**src/hdl/pcs_pkg.sv**
```systemverilog
/*
  Package for the 100 Mb/s coding sublayer configuration register:
  register indices, field positions, reset values, timing figures
  and the configuration carrier struct.
  Assumes a 100 MHz management clock and a 32-bit APB register bus.
*/
package pcs_pkg;

  // ---------------------------------------------------------------
  // register map (index; byte address is four times the index)
  // ---------------------------------------------------------------
  localparam logic [7:0]  CFG_IDX      = 8'h16;
  localparam logic [7:0]  STS_IDX      = 8'h20;
  localparam logic [9:0]  CFG_ADDR     = {CFG_IDX, 2'b00};
  localparam logic [9:0]  STS_ADDR     = {STS_IDX, 2'b00};

  // ---------------------------------------------------------------
  // field positions
  // ---------------------------------------------------------------
  localparam int          TQ_BIT       = 10;
  localparam int          SD_FORCE_BIT = 9;
  localparam int          SD_ALGO_BIT  = 8;
  localparam int          DESC_BIT     = 7;
  localparam int          FORCE_OK_BIT = 5;
  localparam int          NRZI_BIT     = 2;
  localparam int          STS_LINK_BIT = 0;
  localparam int          STS_SD_BIT   = 1;
  localparam int          STS_LOST_BIT = 2;

  // ---------------------------------------------------------------
  // reset values
  // ---------------------------------------------------------------
  localparam logic [15:0] CFG_RESET    = 16'h0100;

  // ---------------------------------------------------------------
  // timing
  // ---------------------------------------------------------------
  localparam int          CLK_PERIOD_NS   = 10;
  localparam int          DESC_SHORT_NS   = 722000;
  localparam int          DESC_LONG_NS    = 2000000;
  localparam int          DESC_SHORT_CYC  = DESC_SHORT_NS / CLK_PERIOD_NS;
  localparam int          DESC_LONG_CYC   = DESC_LONG_NS / CLK_PERIOD_NS;
  localparam int          TIMER_W         = 18;

  typedef struct packed {
    logic trueQuiet;
    logic sdForce;
    logic sdAlgo;
    logic descLong;
    logic forceGood;
    logic nrziBypass;
  } pcs_cfg_s;

endpackage

```
**src/hdl/pcs_100m_config_register.sv**
```systemverilog
/*
  Coding sublayer configuration and status register bank with the
  small amount of logic its bits steer: forced signal detect, forced
  link, and the descrambler loss-of-sync timer.
  Assumes an APB master on sys_clk and raw line indications from
  outside the clock domain; idle detect comes from same-clock logic.
*/
`timescale 1ns/100ps

// Overview of operation
// - Bits 15 to 13 of the configuration register read zero, writes lost.
// - Bit 10 set puts the transmitter into true quiet mode.
// - Bit 9 set forces signal detect active whatever the line does.
// - Bit 8 picks the enhanced (one) or reduced (zero) detect algorithm.
// - Bit 7 selects a 2 ms (one) or 722 us (zero) descrambler timeout.
// - With the long timeout, sync survives frames over nine kilobytes.
// - Bit 5 set reports a good 100 Mb/s link whatever the line state.
// - Bit 2 set bypasses the line encode and decode stage.
// - The configuration register sits at register index 0x16.
module pcs_100m_config_register
  import pcs_pkg::*;
#(
  parameter int SHORT_CYC = DESC_SHORT_CYC,
  parameter int LONG_CYC  = DESC_LONG_CYC
) (
  // clock and reset
  input  wire logic        sys_clk,
  input  wire logic        resetn,
  // apb slave
  input  wire logic        psel,
  input  wire logic        penable,
  input  wire logic        pwrite,
  input  wire logic [31:0] paddr,
  input  wire logic [31:0] pwdata,
  output logic      [31:0] prdata,
  output logic             pready,
  output logic             pslverr,
  // line indications
  input  wire logic        sdLineRaw,
  input  wire logic        linkLineRaw,
  input  wire logic        descIdleSeen,
  // steering outputs
  output pcs_cfg_s         cfg,
  output logic             signalDetect,
  output logic             link100Good,
  output logic             descSyncLost
);

  // ---------------------------------------------------------------
  // bus decode
  // ---------------------------------------------------------------
  function automatic logic isAddr(input logic [31:0] a,
                                  input logic [9:0]  r);
    isAddr = (a[31:10] == 22'h000000) && (a[9:0] == r);
  endfunction

  logic hitCfg;
  logic hitSts;
  logic setup;
  logic access;
  logic cfgWrite;

  assign hitCfg   = isAddr(paddr, CFG_ADDR);
  assign hitSts   = isAddr(paddr, STS_ADDR);
  assign setup    = psel && !penable;
  assign access   = psel && penable;
  assign cfgWrite = access && pwrite && hitCfg;
  assign pready   = 1'b1;
  assign pslverr  = access && !(hitCfg || hitSts);

  // ---------------------------------------------------------------
  // configuration register
  // ---------------------------------------------------------------
  pcs_cfg_s cfg_q;

  always_ff @(posedge sys_clk) begin
    if (!resetn) begin
      cfg_q.trueQuiet  <= CFG_RESET[TQ_BIT];
      cfg_q.sdForce    <= CFG_RESET[SD_FORCE_BIT];
      cfg_q.sdAlgo     <= CFG_RESET[SD_ALGO_BIT];
      cfg_q.descLong   <= CFG_RESET[DESC_BIT];
      cfg_q.forceGood  <= CFG_RESET[FORCE_OK_BIT];
      cfg_q.nrziBypass <= CFG_RESET[NRZI_BIT];
    end else if (cfgWrite) begin
      cfg_q.trueQuiet  <= pwdata[TQ_BIT];
      cfg_q.sdForce    <= pwdata[SD_FORCE_BIT];
      cfg_q.sdAlgo     <= pwdata[SD_ALGO_BIT];
      cfg_q.descLong   <= pwdata[DESC_BIT];
      cfg_q.forceGood  <= pwdata[FORCE_OK_BIT];
      cfg_q.nrziBypass <= pwdata[NRZI_BIT];
    end
  end

  assign cfg = cfg_q;

  // ---------------------------------------------------------------
  // line input synchronisers
  // ---------------------------------------------------------------
  logic [2:0] sdSync_q;
  logic [2:0] linkSync_q;
  logic       sdLine_q;
  logic       linkLine_q;

  always_ff @(posedge sys_clk) begin
    if (!resetn) begin
      sdSync_q   <= 3'h0;
      linkSync_q <= 3'h0;
    end else begin
      sdSync_q   <= {sdSync_q[1:0], sdLineRaw};
      linkSync_q <= {linkSync_q[1:0], linkLineRaw};
    end
  end

  // a change counts once stages two and three agree
  always_ff @(posedge sys_clk) begin
    if (!resetn) begin
      sdLine_q   <= 1'b0;
      linkLine_q <= 1'b0;
    end else begin
      if (sdSync_q[1] == sdSync_q[2]) begin
        sdLine_q <= sdSync_q[2];
      end
      if (linkSync_q[1] == linkSync_q[2]) begin
        linkLine_q <= linkSync_q[2];
      end
    end
  end

  assign signalDetect = cfg_q.sdForce || sdLine_q;
  assign link100Good  = cfg_q.forceGood || linkLine_q;

  // ---------------------------------------------------------------
  // descrambler loss-of-sync timer
  // ---------------------------------------------------------------
  logic [TIMER_W-1:0] timeoutLimit;
  logic [TIMER_W-1:0] timer_q;
  logic               lost_q;

  assign timeoutLimit = cfg_q.descLong ? TIMER_W'(LONG_CYC)
                                       : TIMER_W'(SHORT_CYC);

  // idle restarts the count; a long frame only runs the count
  always_ff @(posedge sys_clk) begin
    if (!resetn) begin
      timer_q <= '0;
      lost_q  <= 1'b0;
    end else if (descIdleSeen) begin
      timer_q <= '0;
      lost_q  <= 1'b0;
    end else if (!lost_q) begin
      if (timer_q >= timeoutLimit - TIMER_W'(1)) begin
        lost_q  <= 1'b1;
        timer_q <= '0;
      end else begin
        timer_q <= timer_q + TIMER_W'(1);
      end
    end
  end

  assign descSyncLost = lost_q;

  // ---------------------------------------------------------------
  // read data, captured in the setup cycle
  // ---------------------------------------------------------------
  logic [31:0] cfgWord;
  logic [31:0] stsWord;

  always_comb begin
    cfgWord               = 32'h00000000;
    cfgWord[TQ_BIT]       = cfg_q.trueQuiet;
    cfgWord[SD_FORCE_BIT] = cfg_q.sdForce;
    cfgWord[SD_ALGO_BIT]  = cfg_q.sdAlgo;
    cfgWord[DESC_BIT]     = cfg_q.descLong;
    cfgWord[FORCE_OK_BIT] = cfg_q.forceGood;
    cfgWord[NRZI_BIT]     = cfg_q.nrziBypass;
    stsWord               = 32'h00000000;
    stsWord[STS_LINK_BIT] = link100Good;
    stsWord[STS_SD_BIT]   = signalDetect;
    stsWord[STS_LOST_BIT] = lost_q;
  end

  always_ff @(posedge sys_clk) begin
    if (!resetn) begin
      prdata <= 32'h00000000;
    end else if (setup && !pwrite) begin
      prdata <= hitCfg ? cfgWord : (hitSts ? stsWord : 32'h00000000);
    end
  end

  // ---------------------------------------------------------------
  // checks
  // ---------------------------------------------------------------
  property p_reserved_zero;
    @(posedge sys_clk) disable iff (!resetn)
    access && !pwrite && hitCfg |-> prdata[31:13] == 19'h00000;
  endproperty
  a_reserved_zero: assert property (p_reserved_zero)
    else $error("reserved bits read nonzero");

  property p_quiet_write;
    @(posedge sys_clk) disable iff (!resetn)
    cfgWrite |=> cfg.trueQuiet == $past(pwdata[TQ_BIT]);
  endproperty
  a_quiet_write: assert property (p_quiet_write)
    else $error("true quiet bit not written");

  property p_sd_force;
    @(posedge sys_clk) disable iff (!resetn)
    cfg.sdForce |-> signalDetect;
  endproperty
  a_sd_force: assert property (p_sd_force)
    else $error("forced signal detect not active");

  property p_algo_write;
    @(posedge sys_clk) disable iff (!resetn)
    cfgWrite ##1 !cfgWrite |-> cfg.sdAlgo == $past(pwdata[SD_ALGO_BIT]);
  endproperty
  a_algo_write: assert property (p_algo_write)
    else $error("algorithm select not held");

  // independent age of the running count, for the timeout check
  logic [TIMER_W:0] idleAge_q;
  logic             selSteady_q;

  // a select change mid-count leaves the age meaningless
  always_ff @(posedge sys_clk) begin
    if (!resetn || descIdleSeen) begin
      idleAge_q   <= '0;
      selSteady_q <= 1'b1;
    end else begin
      if (!lost_q) begin
        idleAge_q <= idleAge_q + (TIMER_W+1)'(1);
      end
      if (cfgWrite && (pwdata[DESC_BIT] != cfg_q.descLong)) begin
        selSteady_q <= 1'b0;
      end
    end
  end

  property p_timeout_sel;
    @(posedge sys_clk) disable iff (!resetn)
    $rose(descSyncLost) && selSteady_q |->
      idleAge_q == (cfg.descLong ? (TIMER_W+1)'(LONG_CYC)
                                 : (TIMER_W+1)'(SHORT_CYC));
  endproperty
  a_timeout_sel: assert property (p_timeout_sel)
    else $error("descrambler timeout wrong");

  property p_sync_hold;
    @(posedge sys_clk) disable iff (!resetn)
    $rose(descSyncLost) |->
      $past(timer_q) == $past(timeoutLimit) - TIMER_W'(1)
      && !$past(descIdleSeen);
  endproperty
  a_sync_hold: assert property (p_sync_hold)
    else $error("sync lost before the timeout");

  property p_force_link;
    @(posedge sys_clk) disable iff (!resetn)
    cfg.forceGood |-> link100Good;
  endproperty
  a_force_link: assert property (p_force_link)
    else $error("forced link not reported good");

  property p_nrzi_write;
    @(posedge sys_clk) disable iff (!resetn)
    cfgWrite |=> cfg.nrziBypass == $past(pwdata[NRZI_BIT]);
  endproperty
  a_nrzi_write: assert property (p_nrzi_write)
    else $error("bypass bit not written");

  property p_decode;
    @(posedge sys_clk) disable iff (!resetn)
    access |-> pslverr == !(paddr == {22'h0, CFG_ADDR} || hitSts);
  endproperty
  a_decode: assert property (p_decode)
    else $error("register decode wrong");

  property p_reset_value;
    @(posedge sys_clk) disable iff (!resetn)
    $rose(resetn) |-> cfg == pcs_cfg_s'(6'b001000);
  endproperty
  a_reset_value: assert property (p_reset_value)
    else $error("reset value wrong");

endmodule

```
**config.mk**
```make
export PLATFORM = sky130hd
export DESIGN_NAME = pcs_100m_config_register
export DESIGN_NICKNAME = d
export VERILOG_FILES = /design/src/hdl/pcs_pkg.sv /design/src/hdl/pcs_100m_config_register.sv
export SDC_FILE = /design/constraint.sdc
export NUM_CORES = 1
export LEC_CHECK = 0
export BUFFER_PORTS_ARGS = -buffer_cell sky130_fd_sc_hd__buf_4
export CORE_ASPECT_RATIO = 1.75
export CORE_MARGIN = 2
export CORE_UTILIZATION = 51
export CTS_BUF_LIST = sky130_fd_sc_hd__clkbuf_2 sky130_fd_sc_hd__clkbuf_4 sky130_fd_sc_hd__clkbuf_8
export DETAILED_ROUTE_END_ITERATION = 8
export PLACE_DENSITY = 0.87
export SYNTH_ARGS = -nofsm -noshare
export SYNTH_HDL_FRONTEND = slang
export SYNTH_SLANG_ARGS = --single-unit
```
**constraint.sdc**
```tcl
create_clock -name sys_clk -period 3.7 [get_ports sys_clk]
set_input_delay 0.37 -clock sys_clk [delete_from_list [all_inputs] [get_ports sys_clk]]
set_output_delay 0.37 -clock sys_clk [all_outputs]
set_load 0.03 [all_outputs]
```
==> reports/summary.txt <==
status: complete, no violations
TritonCTS Sinks: 41
1st-iter DRT viols: 56
core area: 0.00432 mm^2
cell family with most CP delay: simple AND/OR/NAND/NOR gates
number of buffers added on ports: 63
Worst Path Arrival: 3.07 ns
Worst path depth: 8
post-synthesis instance total: 266
CTS clk-pin slew, worst paths: 0.09 ns
Yosys Warn Count: 0
CP required: 3.95 ns
Flop pwr share: 0.526
Die ar.: 0.00497 mm^2
insertion delay to the later sink of the worst-skew pair: 0.30 ns
grt ovf: 0
Clock Power Share: 0.359
fin crit share: 0.762
CTS Hold Buffers Added: 0
Residual DRC: 0
register bit total from synthesis: 41
final setup fails: 0
switching fraction of total power: 0.273
pin count of the biggest net entering global routing: 25
Final Hold Vio Count: 0
Reg2Reg Depth: 8
largest cells by area after synthesis: dfxtp_1 (37%), buf_4 (8.4%), ha_1 (5.0%)
Pwr Density: 313 mW/mm^2
Max Cap Violations: 0
Slowest Stage Delay on Critical Path: 0.67 ns
Routed Antenna Nets: 0
worst rel slew slack: 0.427
Seq/Total Area, Yosys: 0.365
critical path launch point type: register
Worst Tran Pin Value: 0.857 ns
Worst path slowest cell: or4_1
Post-CTS Setup Repair Bufs: 0
P_sw: 0.234 mW
WL final: 5410 um
clock buffer depth: 2
Final Max Slew Viols: 0
worst path bufs/invs: 1
top_reg_cell synth: dfxtp_1
Synth cell types: 45
vias in the first global route: 1,923
Yosys top cell area share: 0.365
Post-CTS Resized: 0
first-pass GRT wire length: 8140 um
EDFF count, synth: 0
critical path cell sequence: inv_1 -> ha_1 -> a211o_1 -> o221ai_2 -> a31oi_2 -> or4_1 -> or3_1 -> nand3_1
Multi-input gate area: 0.00127 mm^2
initial antenna violation count: 0
combinational power share: 0.116
die width: 54.2 um
Mapped Avg Cell Area: 8.44 um^2
Worst VDD drop: 223 uV
Avg WL per Cell: 14.3 um
Final TNS setup: 0 ns
Total GRT Usage: 0.219
Worst setup EP type: register
asr flop ratio synth: 0
ratio of cells with drive above 1 in the final layout: 0.251
Nets: 407
clock skew: 0.00490 ns
routed vias: 2,099
Reg area: 821 um^2
Post-Syn Area: 0.00225 mm^2
Antenna Cells: 0
Die H: 91.8 um
post-DR vias/cell: 5.55
Layout fillers: 382
starting density of the core: 0.519
CTS tree: built
critical path class: register to register
row count: 32
largest area contributor in the netlist: dfxtp_1
H-tree levels: 2
fmax: 354 MHz
CP max FO: 9
post-detail-place hpwl: 4170 um
Hold/Removal Path Class: input pin to register
Num CTS Buffers: 5
Hold WS: 0.271 ns
Hold Path Cell Cnt: 2
Tmin final: 2.82 ns
Final Wtd Congestion: 0.840
RSZ-0062 raised after global routing: no
root buf cell: clkbuf_8
Int Pwr: 0.624 mW
IO Pins: 115
drt pass-1 iters: 4
P&R area growth vs syn: 22.2%
Leak Pwr: 1.12 nW
-- final timing paths --
check                    from  slack [ns]          end
setup reg to reg       cfg[2]        0.88  timer_q[15]
setup / recovery       cfg[2]        0.88  timer_q[15]
hold reg to reg   sdSync_q[0]        0.44  sdSync_q[1]
hold / removal      sdLineRaw        0.27  sdSync_q[0]
-- metrics by stage --
step / util / instance area [um^2] / worst slack, ns / std cells / total power, mW
after floorplan: - / 2330 / 0.982 / 289 / 0.536
after global placement: 0.613 / 2650 / 0.935 / 370 / 0.559
after detailed placement: 0.613 / 2650 / 0.899 / 370 / 0.560
after CTS: 0.635 / 2740 / 0.855 / 378 / 0.865
after global routing: 0.635 / 2740 / 0.703 / 378 / 0.894
final: 0.635 / 2740 / 0.879 / 378 / 0.858
-- state kept, by name (all words and copies together), names as in the netlist --
register	flops
timer_q	18
prdata	8
cfg	6
linkSync_q	3
sdSync_q	3
descSyncLost	1
linkLine_q	1
sdLine_q	1
-- cell families (layout without fill, tap and decap cells) --
family | Yosys count | count (layout) | synth area share
AO/OA/AOI/OAI | 48 | 48 | 0.139
XOR/XNOR | 5 | 5 | 0.0195
adder cells (fa/ha/maj) | 9 | 9 | 0.0501
buffers and inverters | 39 | 77 | 0.108
flip-flops | 41 | 41 | 0.365
multiplexers | 6 | 6 | 0.0267
other | 2 | 25 | 0.00334
AND/OR/NAND/NOR | 116 | 116 | 0.288
-- synth_stat cells, types with 2 or more instances --
library cell and count:
dfxtp_1 41, buf_4 25, nand2_1 24, a21oi_1 15
nand3_1 15, nor2_1 12, nor2b_1 11, and2_1 9
ha_1 9, o21ai_0 9, and3_1 7, clkbuf_1 7
nor4_1 7, inv_1 6, mux2i_1 6, nand4_1 6
a22oi_1 5, nor3_1 5, a21boi_0 4, a31oi_1 4
a41oi_1 3, and4_1 3, or2_2 3, xnor2_1 3
conb_1 2, nand2b_1 2, o31ai_1 2, or3_1 2
or3b_2 2, xor2_1 2
-- per-layer routing --
metal  vias to the layer above  wire (um)  global-route usage
li1                       1022          -                   -
met1                       951       1900               0.203
met2                       113       2850               0.413
met3                        13        546              0.0505
met4                         0        113              0.0979
met5                         -          0                   0
-- cells in the final DEF (no fill, tap or decap), types with 4 or more instances in the layout --
| master | n |
|---|---|
| a21boi_0 | 4 |
| a21oi_1 | 15 |
| a22oi_1 | 5 |
| a31oi_1 | 4 |
| and2_1 | 9 |
| and3_1 | 7 |
| buf_4 | 63 |
| clkbuf_8 | 5 |
| conb_1 | 25 |
| dfxtp_1 | 41 |
| ha_1 | 9 |
| inv_1 | 6 |
| mux2i_1 | 6 |
| nand2_1 | 24 |
| nand3_1 | 15 |
| nand4_1 | 6 |
| nor2_1 | 12 |
| nor2b_1 | 11 |
| nor3_1 | 5 |
| nor4_1 | 7 |
| o21ai_0 | 9 |
-- power groups by stage --
stage	sequential [mW]	combinational, mW	clock (mW)
after floorplan	0.460	0.0765	0
after global placement	0.461	0.0979	0
after detailed placement	0.461	0.0991	0
after CTS	0.451	0.0994	0.315
after global routing	0.452	0.107	0.335
final	0.451	0.0993	0.308
-- cell type report --
cell class	instances	share of cell area
timing repair buffer	63	0.172
clock inverter	3	0.00912
tap	51	0.0233
sequential	41	0.299
multi-input combinational	209	0.463
clock buffer	5	0.0251
inverter	6	0.00821
(Power assumes the default switching activity.)
